===== src/pkg/relay_switch_pkg.sv =====
// Shared constants for the cascaded relay switch command handler
package relay_switch_pkg;
  // Serial link, fixed 8N1
  localparam int BAUD_RATE  = 19200;
  localparam int CLK_HZ     = 250_000_000;
  localparam int DATA_BITS  = 8;
  localparam int GAP_BITS   = 30;              // Idle bit times that abort a half-received command
  // Unit geometry
  localparam int CH_PER_UNIT = 8;
  localparam int ADDR_W      = 4;
  localparam int BASE_SHIFT  = 3;               // Channel base is address times eight
  // Command header layout
  localparam int OP_MSB   = 7;
  localparam int OP_LSB   = 4;
  localparam int TYPE_BIT = 3;                  // 0 input switcher, 1 output switcher
  localparam int BUS_BIT  = 2;                  // 0 busbar A, 1 busbar B
  localparam int RSV_MSB  = 1;
  localparam logic [3:0] OP_QUERY = 4'h5;
  localparam logic [3:0] OP_SET   = 4'h6;
  localparam logic [1:0] RSV_VAL  = 2'h0;
  localparam logic [7:0] CHK_SEED = 8'h5A;
  // Channel codes
  localparam logic [7:0] CHAN_NONE  = 8'h00;
  localparam logic [7:0] CHAN_MAX   = 8'h80;   // 128
  localparam logic [7:0] CHAN_ALL_B = 8'hFF;   // Minus one
  // Query response string
  localparam int         RESP_LEN = 4;
  localparam logic [7:0] RESP_TAG = 8'h55;
  localparam logic [7:0] RESP_END = 8'h0D;
  localparam logic [1:0] BYTE_HDR = 2'h0;
  localparam logic [1:0] BYTE_ARG = 2'h1;
  localparam logic [1:0] BYTE_CHK = 2'h2;
endpackage


===== src/core/relay_switch_ctrl.sv =====
// Command handler, relay driver and query responder of one cascaded switcher unit
`timescale 1ns/1ns
`default_nettype none
module relay_switch_ctrl #(
  parameter int         CLK_HZ      = relay_switch_pkg::CLK_HZ,
  parameter int         BAUD        = relay_switch_pkg::BAUD_RATE,
  parameter int         BIT_CYCLES  = CLK_HZ / BAUD,
  parameter int         GAP_CYCLES  = BIT_CYCLES * relay_switch_pkg::GAP_BITS,
  parameter logic [7:0] FW_VERSION  = 8'h01,   // Arbitrary value
  parameter logic [7:0] HW_STATUS   = 8'h02    // Arbitrary value
) (
  input  wire logic       clk_i,
  input  wire logic       rst_i,
  input  wire logic [3:0] addr_sw_i,      // Rear coding switch
  input  wire logic       out_type_i,     // 1 output switcher, 0 input switcher
  input  wire logic       up_rx_i,        // Commands from the previous unit
  output logic            down_tx_o,      // Commands to the next unit
  input  wire logic       down_reply_i,   // Replies from the next unit
  output logic            up_reply_o,     // Replies to the previous unit
  output logic [7:0]      relay_a_o,      // Busbar A relays
  output logic [7:0]      relay_b_o,      // Busbar B relays
  output logic [7:0]      led_chan_a_o,   // Green channel indicators
  output logic [7:0]      led_chan_b_o,   // Yellow channel indicators
  output logic            led_bus_a_o,
  output logic            led_bus_b_o,
  output logic            led_power_o,
  output logic            cmd_drop_o      // Pulse: malformed command discarded
);
  localparam int TCW = $clog2(BIT_CYCLES) + 1;
  localparam int GCW = $clog2(GAP_CYCLES) + 1;
  localparam logic [TCW-1:0] TX_FULL = TCW'(BIT_CYCLES - 1);
  localparam logic [GCW-1:0] GAP_MAX = GCW'(GAP_CYCLES - 1);
  localparam logic [1:0]     RESP_LAST = 2'(relay_switch_pkg::RESP_LEN - 1);

  typedef enum logic [1:0] {TX_IDLE, TX_START, TX_DATA, TX_STOP} tx_st_t;

  logic [7:0] rx_data;
  logic       rx_valid, rx_err;

  // Byte receiver on the upstream line
  serial_byte_rx #(
    .BIT_CYCLES (BIT_CYCLES)
  ) u_rx (
    .clk_i   (clk_i),
    .rst_i   (rst_i),
    .rx_i    (up_rx_i),
    .data_o  (rx_data),
    .valid_o (rx_valid),
    .err_o   (rx_err)
  );

  // Decode a channel number to this unit's one-hot relay pattern
  function automatic logic [7:0] chan_hot(input logic [7:0] chan, input logic [3:0] addr);
    logic [7:0] base;
    logic [7:0] idx;
    base = 8'({addr, 3'b000});
    idx  = chan - base - 8'h01;
    chan_hot = 8'h00;
    if (chan != relay_switch_pkg::CHAN_NONE && idx < 8'(relay_switch_pkg::CH_PER_UNIT)) begin
      chan_hot[idx[2:0]] = 1'b1;
    end
  endfunction

  // Command parser state
  logic [1:0]     pos_r, pos_nxt;       // Byte position in the frame
  logic [7:0]     hdr_r, hdr_nxt;
  logic [7:0]     arg_r, arg_nxt;
  logic [GCW-1:0] gap_r, gap_nxt;       // Inter-byte silence
  logic [7:0]     rly_a_r, rly_a_nxt;
  logic [7:0]     rly_b_r, rly_b_nxt;
  logic [7:0]     chan_a_r, chan_a_nxt; // Last busbar A channel, kept for minus one
  logic           drop_nxt;
  logic           query_hit, set_fire, set_all_b, frame_ok, type_ok;
  logic           ready_r, fwd_r;
  logic [3:0]     op;
  logic           is_b;

  assign op   = hdr_r[relay_switch_pkg::OP_MSB:relay_switch_pkg::OP_LSB];
  assign is_b = hdr_r[relay_switch_pkg::BUS_BIT];

  // Parser next state; a frame is header, argument, check byte
  always_comb begin
    pos_nxt    = pos_r;
    hdr_nxt    = hdr_r;
    arg_nxt    = arg_r;
    gap_nxt    = gap_r;
    rly_a_nxt  = rly_a_r;
    rly_b_nxt  = rly_b_r;
    chan_a_nxt = chan_a_r;
    drop_nxt   = 1'b0;
    query_hit  = 1'b0;
    set_fire   = 1'b0;
    set_all_b  = 1'b0;
    frame_ok   = 1'b0;
    type_ok    = hdr_r[relay_switch_pkg::TYPE_BIT] == out_type_i;
    if (pos_r != relay_switch_pkg::BYTE_HDR) begin
      gap_nxt = gap_r + 1'b1;
    end
    if (rx_err || (pos_r != relay_switch_pkg::BYTE_HDR && gap_r == GAP_MAX)) begin
      // Broken or stalled frame is thrown away, relays untouched
      pos_nxt  = relay_switch_pkg::BYTE_HDR;
      gap_nxt  = '0;
      drop_nxt = 1'b1;
    end else if (rx_valid) begin
      gap_nxt = '0;
      unique case (pos_r)
        relay_switch_pkg::BYTE_HDR: begin
          hdr_nxt = rx_data;
          pos_nxt = relay_switch_pkg::BYTE_ARG;
        end
        relay_switch_pkg::BYTE_ARG: begin
          arg_nxt = rx_data;
          pos_nxt = relay_switch_pkg::BYTE_CHK;
        end
        default: begin
          pos_nxt  = relay_switch_pkg::BYTE_HDR;
          frame_ok = (rx_data == (hdr_r ^ arg_r ^ relay_switch_pkg::CHK_SEED))
                     && hdr_r[relay_switch_pkg::RSV_MSB:0] == relay_switch_pkg::RSV_VAL;
          if (!frame_ok) begin
            drop_nxt = 1'b1;
          end else if (op == relay_switch_pkg::OP_QUERY) begin
            // Reply only when address and type both match
            query_hit = type_ok && arg_r == {4'h0, addr_sw_i};
          end else if (op != relay_switch_pkg::OP_SET) begin
            drop_nxt = 1'b1;
          end else if (arg_r == relay_switch_pkg::CHAN_ALL_B) begin
            // Minus one is legal only for busbar B of an output unit
            if (!hdr_r[relay_switch_pkg::TYPE_BIT] || !is_b) begin
              drop_nxt = 1'b1;
            end else if (type_ok) begin
              set_fire  = 1'b1;
              set_all_b = 1'b1;
              rly_b_nxt = ~chan_hot(chan_a_r, addr_sw_i);
            end
          end else if (arg_r > relay_switch_pkg::CHAN_MAX) begin
            drop_nxt = 1'b1;
          end else if (type_ok) begin
            // Own range closes one relay; zero or foreign channel opens all of that busbar
            set_fire = 1'b1;
            if (is_b) begin
              rly_b_nxt = chan_hot(arg_r, addr_sw_i);
            end else begin
              rly_a_nxt  = chan_hot(arg_r, addr_sw_i);
              chan_a_nxt = arg_r;
            end
          end
        end
      endcase
    end
  end

  // Parser and relay registers; reset opens every relay
  always_ff @(posedge clk_i) begin
    if (rst_i) begin
      pos_r      <= relay_switch_pkg::BYTE_HDR;
      hdr_r      <= 8'h00;
      arg_r      <= 8'h00;
      gap_r      <= '0;
      rly_a_r    <= 8'h00;
      rly_b_r    <= 8'h00;
      chan_a_r   <= relay_switch_pkg::CHAN_NONE;
      cmd_drop_o <= 1'b0;
    end else begin
      pos_r      <= pos_nxt;
      hdr_r      <= hdr_nxt;
      arg_r      <= arg_nxt;
      gap_r      <= gap_nxt;
      rly_a_r    <= rly_a_nxt;
      rly_b_r    <= rly_b_nxt;
      chan_a_r   <= chan_a_nxt;
      cmd_drop_o <= drop_nxt;
    end
  end

  // Power indicator and pass-through; the copy is one cycle late, far below a bit time
  always_ff @(posedge clk_i) begin
    if (rst_i) begin
      ready_r <= 1'b0;
      fwd_r   <= 1'b1;
    end else begin
      ready_r <= 1'b1;
      fwd_r   <= up_rx_i;
    end
  end

  // Indicators mirror the relays
  assign relay_a_o    = rly_a_r;
  assign relay_b_o    = rly_b_r;
  assign led_chan_a_o = rly_a_r;
  assign led_chan_b_o = rly_b_r;
  assign led_bus_a_o  = |rly_a_r;
  assign led_bus_b_o  = |rly_b_r;
  assign led_power_o  = ready_r;
  assign down_tx_o    = fwd_r;

  // Response transmitter state
  tx_st_t         tx_st_r, tx_st_nxt;
  logic [TCW-1:0] tcnt_r, tcnt_nxt;
  logic [2:0]     tbit_r, tbit_nxt;
  logic [1:0]     tbyte_r, tbyte_nxt;
  logic [7:0]     tsh_r, tsh_nxt;
  logic           line_nxt, reply_r;
  logic [7:0]     resp_byte;

  // Response string: tag, firmware, hardware, terminator
  always_comb begin
    unique case (tbyte_nxt)
      2'h0:    resp_byte = relay_switch_pkg::RESP_TAG;
      2'h1:    resp_byte = FW_VERSION;
      2'h2:    resp_byte = HW_STATUS;
      default: resp_byte = relay_switch_pkg::RESP_END;
    endcase
  end

  // Transmitter next state; a query that arrives mid-reply is ignored
  always_comb begin
    tx_st_nxt = tx_st_r;
    tcnt_nxt  = tcnt_r + 1'b1;
    tbit_nxt  = tbit_r;
    tbyte_nxt = tbyte_r;
    tsh_nxt   = tsh_r;
    unique case (tx_st_r)
      TX_IDLE: begin
        tcnt_nxt = '0;
        if (query_hit) begin
          tx_st_nxt = TX_START;
          tbyte_nxt = 2'h0;
        end
      end
      TX_START: begin
        if (tcnt_r == TX_FULL) begin
          tcnt_nxt  = '0;
          tbit_nxt  = 3'h0;
          tsh_nxt   = resp_byte;
          tx_st_nxt = TX_DATA;
        end
      end
      TX_DATA: begin
        if (tcnt_r == TX_FULL) begin
          tcnt_nxt = '0;
          tsh_nxt  = {1'b1, tsh_r[7:1]};
          tbit_nxt = tbit_r + 1'b1;
          if (tbit_r == 3'h7) begin
            tx_st_nxt = TX_STOP;
          end
        end
      end
      TX_STOP: begin
        if (tcnt_r == TX_FULL) begin
          tcnt_nxt  = '0;
          tbyte_nxt = tbyte_r + 1'b1;
          tx_st_nxt = (tbyte_r == RESP_LAST) ? TX_IDLE : TX_START;
        end
      end
    endcase
    // Own line idles high so it can be ANDed with the downstream replies
    unique case (tx_st_r)
      TX_START: line_nxt = 1'b0;
      TX_DATA:  line_nxt = tsh_r[0];
      default:  line_nxt = 1'b1;
    endcase
  end

  // Transmitter registers
  always_ff @(posedge clk_i) begin
    if (rst_i) begin
      tx_st_r <= TX_IDLE;
      tcnt_r  <= '0;
      tbit_r  <= 3'h0;
      tbyte_r <= 2'h0;
      tsh_r   <= 8'hFF;
      reply_r <= 1'b1;
    end else begin
      tx_st_r <= tx_st_nxt;
      tcnt_r  <= tcnt_nxt;
      tbit_r  <= tbit_nxt;
      tbyte_r <= tbyte_nxt;
      tsh_r   <= tsh_nxt;
      reply_r <= line_nxt & down_reply_i;
    end
  end

  assign up_reply_o = reply_r;

  a_power_on_led: assert property (@(posedge clk_i) disable iff (rst_i)
    $fell(rst_i) |=> led_power_o[*4]) else $error("power indicator not lit after reset");
  a_bus_led_sum: assert property (@(posedge clk_i) disable iff (rst_i)
    led_bus_b_o == (relay_b_o != 8'h00) && led_bus_a_o == (led_chan_a_o != 8'h00))
    else $error("busbar indicator disagrees with channels");
  a_single_chan: assert property (@(posedge clk_i) disable iff (rst_i)
    $onehot0(relay_a_o) and (set_fire && is_b && !set_all_b |=> $onehot0(relay_b_o)))
    else $error("more than one channel closed");
  a_zero_opens: assert property (@(posedge clk_i) disable iff (rst_i)
    set_fire && arg_r == 8'h00 |=> (is_b ? relay_b_o : relay_a_o) == 8'h00)
    else $error("channel zero left a relay closed");
  a_all_b_close: assert property (@(posedge clk_i) disable iff (rst_i)
    set_all_b |=> $countones(relay_b_o) >= 7 && (relay_b_o & relay_a_o) == 8'h00)
    else $error("minus one did not close busbar B");
  a_quiet_reply: assert property (@(posedge clk_i) disable iff (rst_i)
    tx_st_r == TX_IDLE && !query_hit |=> tx_st_r == TX_IDLE)
    else $error("transmit without a query");
  a_query_start: assert property (@(posedge clk_i) disable iff (rst_i)
    tx_st_r == TX_IDLE && query_hit |-> ##2 !up_reply_o)
    else $error("query answer start bit missing");
  a_forward_bit: assert property (@(posedge clk_i) disable iff (rst_i)
    !$past(rst_i) |-> down_tx_o == $past(up_rx_i)) else $error("upstream bit not forwarded");
  a_drop_holds: assert property (@(posedge clk_i) disable iff (rst_i)
    cmd_drop_o |-> $stable(relay_a_o) && $stable(relay_b_o))
    else $error("dropped command changed relays");
  a_relays_hold: assert property (@(posedge clk_i) disable iff (rst_i)
    !set_fire |=> $stable(relay_a_o) && $stable(relay_b_o))
    else $error("relays changed without a command");
endmodule
`default_nettype wire


===== src/core/serial_byte_rx.sv =====
// Asynchronous 8N1 byte receiver with framing error report
`timescale 1ns/1ns
`default_nettype none
module serial_byte_rx #(
  parameter int BIT_CYCLES = 13020
) (
  input  wire logic       clk_i,
  input  wire logic       rst_i,
  input  wire logic       rx_i,
  output logic [7:0]      data_o,
  output logic            valid_o,
  output logic            err_o
);
  localparam int CNT_W = $clog2(BIT_CYCLES) + 1;
  localparam logic [CNT_W-1:0] HALF = CNT_W'(BIT_CYCLES / 2);
  localparam logic [CNT_W-1:0] FULL = CNT_W'(BIT_CYCLES - 1);
  localparam logic [2:0]       LAST = 3'(relay_switch_pkg::DATA_BITS - 1);

  typedef enum logic [1:0] {RX_IDLE, RX_START, RX_DATA, RX_STOP} rx_st_t;

  rx_st_t           st_r, st_nxt;     // Receiver phase
  logic [CNT_W-1:0] cnt_r, cnt_nxt;   // Cycles within the bit
  logic [2:0]       bit_r, bit_nxt;   // Data bit index
  logic [7:0]       sh_r, sh_nxt;     // Shift register, LSB first
  logic             val_nxt, err_nxt;

  // Next state: sample each bit at its middle
  always_comb begin
    st_nxt  = st_r;
    cnt_nxt = cnt_r + 1'b1;
    bit_nxt = bit_r;
    sh_nxt  = sh_r;
    val_nxt = 1'b0;
    err_nxt = 1'b0;
    unique case (st_r)
      RX_IDLE: begin
        cnt_nxt = '0;
        if (!rx_i) begin
          st_nxt = RX_START;
        end
      end
      RX_START: begin
        // A start bit gone by mid-bit is line noise
        if (cnt_r == HALF) begin
          cnt_nxt = '0;
          bit_nxt = '0;
          st_nxt  = rx_i ? RX_IDLE : RX_DATA;
        end
      end
      RX_DATA: begin
        if (cnt_r == FULL) begin
          cnt_nxt = '0;
          sh_nxt  = {rx_i, sh_r[7:1]};
          bit_nxt = bit_r + 1'b1;
          if (bit_r == LAST) begin
            st_nxt = RX_STOP;
          end
        end
      end
      RX_STOP: begin
        if (cnt_r == FULL) begin
          val_nxt = rx_i;
          err_nxt = !rx_i;
          st_nxt  = RX_IDLE;
        end
      end
    endcase
  end

  // Registers
  always_ff @(posedge clk_i) begin
    if (rst_i) begin
      st_r    <= RX_IDLE;
      cnt_r   <= '0;
      bit_r   <= '0;
      sh_r    <= 8'h00;
      valid_o <= 1'b0;
      err_o   <= 1'b0;
    end else begin
      st_r    <= st_nxt;
      cnt_r   <= cnt_nxt;
      bit_r   <= bit_nxt;
      sh_r    <= sh_nxt;
      valid_o <= val_nxt;
      err_o   <= err_nxt;
    end
  end

  assign data_o = sh_r;

  a_rx_stop_frame: assert property (@(posedge clk_i) disable iff (rst_i)
    !(valid_o && err_o)) else $error("byte both valid and in error");
endmodule
`default_nettype wire


===== config.mk =====
export PLATFORM = sky130hd
export DESIGN_NAME = relay_switch_ctrl
export DESIGN_NICKNAME = d
export VERILOG_FILES = /design/src/pkg/relay_switch_pkg.sv /design/src/core/relay_switch_ctrl.sv /design/src/core/serial_byte_rx.sv
export SDC_FILE = /design/constraint.sdc
export NUM_CORES = 1
export LEC_CHECK = 0
export ABC_AREA = 1
export BUFFER_PORTS_ARGS = -buffer_cell sky130_fd_sc_hd__buf_2
export CAP_MARGIN = 20
export CELL_PAD_IN_SITES_DETAIL_PLACEMENT = 1
export CELL_PAD_IN_SITES_GLOBAL_PLACEMENT = 2
export CORE_AREA = 2 2 154 156
export CTS_CLUSTER_SIZE = 28
export DETAILED_ROUTE_END_ITERATION = 8
export DIE_AREA = 0 0 156 158
export PLACE_DENSITY = 0.73
export SLEW_MARGIN = 30
export SYNTH_ARGS = -nofsm -noshare
export SYNTH_HDL_FRONTEND = slang
export SYNTH_SLANG_ARGS = --single-unit

===== constraint.sdc =====
create_clock -name clk_i -period 2 [get_ports clk_i]
set_input_delay 0.2 -clock clk_i [delete_from_list [all_inputs] [get_ports clk_i]]
set_output_delay 0.2 -clock clk_i [all_outputs]
set_load 0.005 [all_outputs]

==> metrics.txt <==
status=finished, violations left; violated checks=negative setup slack; final wirelength=about 21000 um; final-report max-slew violation count=0; Hold/Removal Path Class=input port to flip-flop; number of enable-type register cells in the synthesized netlist=0; initial antenna violation count=0; Max Clock Skew=0.0175 ns; sum of overflow across all layers after global routing=0; initial core utilization=30.4%; number of design-rule violations left by the first detailed-router iteration=196; tightest slew margin relative to the limit=67.0%; dominant combinational cell family by area after synthesis=simple AND/OR/NAND/NOR gates; library cells used by synthesis=43; count of clock tree sinks=126; slew at the pin with the worst max-slew slack=approximately 0.49 ns; adder and majority cell fraction of the synthesized area=under 10%; total global-route track usage=17.7%; final standard cell area without fillers=9850 um^2; largest fanout on the critical path=5; synthesized instance count=1022; global-route met3 utilization=between 2 and 3%; worst slack on hold paths=0.0197 ns; TritonCTS buffer count=17; first-pass GRT wire length=roughly 35000 um; number of detailed-route iterations in the first pass=4; Worst-path clk slew=0.06 ns; half-perimeter wire length after placement=about 16000 um; Final Critical Period=2.22 ns; Final Worst Setup Slack=-0.221 ns; Final setup violation count=21; warnings from Yosys=0; Routability Congestion=0.779; compound-gate portion of the synthesized area=12.1%; drt via density=4.74; insertion delay to the later sink of the worst-skew pair=0.43 ns; htree depth=4; clock tree root buffer cell=sky130_fd_sc_hd__clkbuf_16; vertical extent of the die=158 um; Worst Path Required=2.35 ns; worst-case clock buffer depth=2; CP Launch Type=flip-flop; syn nets=1066; Max Cap Viol=0; total via count after detailed routing=7212; Yosys reg bits=126; cell with the most instances after synthesis=sky130_fd_sc_hd__nand2_1; Most Crowded Layer GR=met2; die area=24600 um^2; via count of the first global-routing pass=7396; share of async-settable or async-resettable flops after synthesis=0%; share of synthesized area occupied by flip-flops and latches=36.0%; GR Layer Usage met2=between 30% and 40%; RSZ-0062 raised after global routing=yes; post-route fraction of the period consumed by the critical path=111%; share of final-layout standard cells stronger than drive strength 1=32.1%; net total in the final layout=approximately 1300; count of port buffers added during placement=46; f_max=around 450 MHz; width of the die=156 um; Critical Path Sink Type=flip-flop; Final Hold Vio Count=0; areal power density over the cells=between 600 and 700 nW/um^2; CTS tree=done; final routed DRC violation total=0; CTS hold repair buffers=0; area inside the core boundary=approximately 23000 um^2; leakage power summed over all cells=4.35 nW; number of placement rows=56; Synth top cells by count=209 x sky130_fd_sc_hd__nand2_1, 153 x sky130_fd_sc_hd__nor2_1, 126 x sky130_fd_sc_hd__dfxtp_1, 126 x sky130_fd_sc_hd__inv_1, 64 x sky130_fd_sc_hd__a21oi_1; Simple-Gate Fraction of Synth Area=31.7%; antenna-violating nets left=0; average cell area after synthesis=6.85 um^2; main area contributors after synthesis=sky130_fd_sc_hd__dfxtp_1 36%, sky130_fd_sc_hd__nand2_1 11%, sky130_fd_sc_hd__nor2_1 8.2%; antenna diode count=0; wire length per cell=roughly 14 um; mux cell area share after synthesis=0%; proportion of netlist area held by the largest area contributor=roughly 36%; area added between synthesis and finish=40.7%; met1 Use GR=approximately a fifth; area after detailed placement=~8500 um^2; Netlist Area Pre-Place=7000 um^2; I/O pin cnt=47; prevailing post-synth register cell=sky130_fd_sc_hd__dfxtp_1; category of the most critical setup path=flip-flop to flip-flop; cell type contributing the most total cell area after synthesis=sky130_fd_sc_hd__dfxtp_1; Critical Path AT=2.57 ns; synthesized-area fraction occupied by xor and xnor cells=3.00%; maximum number of pins on one net before global-route repair=50; maximum resistive drop on vdd=0.445 mV
==> kinds of logic after synthesis <==
group,count (synthesis)
buffers and inverters,174
and+or+nand+nor,507
DFF,126
adders and majority gates,35
AOI/OAI and AO/OA,156
xor gates and xnor gates,24
==> cell type report <==
class	instances	area [um^2]
clock buffers	19	453
clock inverters	13	164
fillers	2915	13200
inverters	135	524
multi-input cells	724	4220
flip-flops and latches	126	2550
well taps	290	363
repair buffers	215	1570
==> layout by cell type (no fill, tap or decap), types with 4 or more instances in the layout <==
cell type / synthesis / layout
sky130_fd_sc_hd__inv_1: 126 / 115
sky130_fd_sc_hd__buf_4: 16 / 156
sky130_fd_sc_hd__nor2_1: 153 / 135
sky130_fd_sc_hd__dfxtp_2: 0 / 21
sky130_fd_sc_hd__o21ai_0: 53 / 44
sky130_fd_sc_hd__nand3b_1: 7 / 7
sky130_fd_sc_hd__nor3_1: 22 / 16
sky130_fd_sc_hd__xor2_1: 19 / 19
sky130_fd_sc_hd__o21ai_1: 11 / 17
sky130_fd_sc_hd__nor2_4: 0 / 6
sky130_fd_sc_hd__clkinv_4: 0 / 5
sky130_fd_sc_hd__a31oi_1: 9 / 5
sky130_fd_sc_hd__buf_2: 5 / 46
sky130_fd_sc_hd__nand2_1: 209 / 190
sky130_fd_sc_hd__nor4_1: 7 / 6
sky130_fd_sc_hd__o21ai_2: 1 / 4
sky130_fd_sc_hd__dfxtp_1: 126 / 104
sky130_fd_sc_hd__ha_4: 0 / 8
sky130_fd_sc_hd__or2_2: 5 / 5
sky130_fd_sc_hd__xnor2_1: 5 / 5
sky130_fd_sc_hd__nand3_4: 0 / 4
sky130_fd_sc_hd__clkbuf_16: 0 / 17
sky130_fd_sc_hd__inv_2: 6 / 15
sky130_fd_sc_hd__nand2_4: 0 / 5
sky130_fd_sc_hd__nor2_2: 5 / 17
sky130_fd_sc_hd__nand2_2: 4 / 18
sky130_fd_sc_hd__nor3b_1: 7 / 5
sky130_fd_sc_hd__a21oi_1: 64 / 59
sky130_fd_sc_hd__a21oi_2: 0 / 5
sky130_fd_sc_hd__nor3_2: 1 / 6
sky130_fd_sc_hd__nand4_1: 31 / 31
sky130_fd_sc_hd__buf_6: 3 / 10
sky130_fd_sc_hd__ha_1: 35 / 25
sky130_fd_sc_hd__nand3_1: 50 / 35
sky130_fd_sc_hd__nand3_2: 2 / 14
==> metrics by stage <==
stage               power (mW)  instances  setup slack (ns)  utilization (%)  TNS (ns)
floorplan                 2.78       1022           0.00796                -         0
global placement          2.88       1468            -0.247             36.9     -4.42
detailed placement        2.89       1468            -0.361             36.9     -5.06
CTS                       6.18       1510            -0.108             40.8    -0.559
global route              6.32       1522            -0.359             42.7     -5.32
finish                    6.09       1522            -0.221             42.7     -1.53
==> layer usage <==
layer  vias up  wire [um]
met5         -          0
met4         0        196
met3        13        489
met2        69      10900
met1      3416       9770
li1       3714          -
==> flip-flops by register name, indices dropped and copies added (netlist names), 3 cells and up, named ones only <==
register / flops
gap_r: 20
tcnt_r: 15
u_rx.cnt_r: 15
arg_r: 8
chan_a_r: 8
hdr_r: 8
led_chan_a_o: 8
led_chan_b_o: 8
tsh_r: 8
u_rx.data_o: 8
tbit_r: 3
u_rx.bit_r: 3
==> final timing paths <==
path,depth (start not counted),end,startpoint,slack (ns)
max,16,tsh_r[4],arg_r[1],-0.22
min,3,up_reply_o,down_reply_i,0.02
max reg2reg,16,tsh_r[4],arg_r[1],-0.22
min reg2reg,1,u_rx.cnt_r[0],u_rx.cnt_r[0],0.46
==> power breakdown <==
part           switching, mW  internal [mW]
Sequential            0.0211           2.53
Combinational          0.179          0.114
Clock                   1.22           2.03
==> repair_timing <==
action / in CTS / in global routing
setup endpoints to repair: 31 / 63
pin swaps: 20 / 46
setup buffers: 8 / 12
cloned: 2 / 0
gates resized for setup: 59 / 106
==> worst max-delay path: stages, from the launching register on <==
cell	delay [ns]
sky130_fd_sc_hd__dfxtp_2	0.35
sky130_fd_sc_hd__xnor2_1	0.29
sky130_fd_sc_hd__nand2_1	0.10
sky130_fd_sc_hd__nor2_1	0.13
sky130_fd_sc_hd__nand2_1	0.07
sky130_fd_sc_hd__nor2_2	0.12
sky130_fd_sc_hd__nand3_2	0.11
sky130_fd_sc_hd__nand2_2	0.12
sky130_fd_sc_hd__nand3_4	0.10
sky130_fd_sc_hd__nand2_4	0.11
sky130_fd_sc_hd__nand2_4	0.06
sky130_fd_sc_hd__inv_4	0.08
sky130_fd_sc_hd__ha_4	0.12
sky130_fd_sc_hd__inv_2	0.04
sky130_fd_sc_hd__nor2_4	0.10
sky130_fd_sc_hd__a21oi_1	0.05
sky130_fd_sc_hd__o211ai_1	0.17
Note: power is estimated with default switching activity, not from simulation.
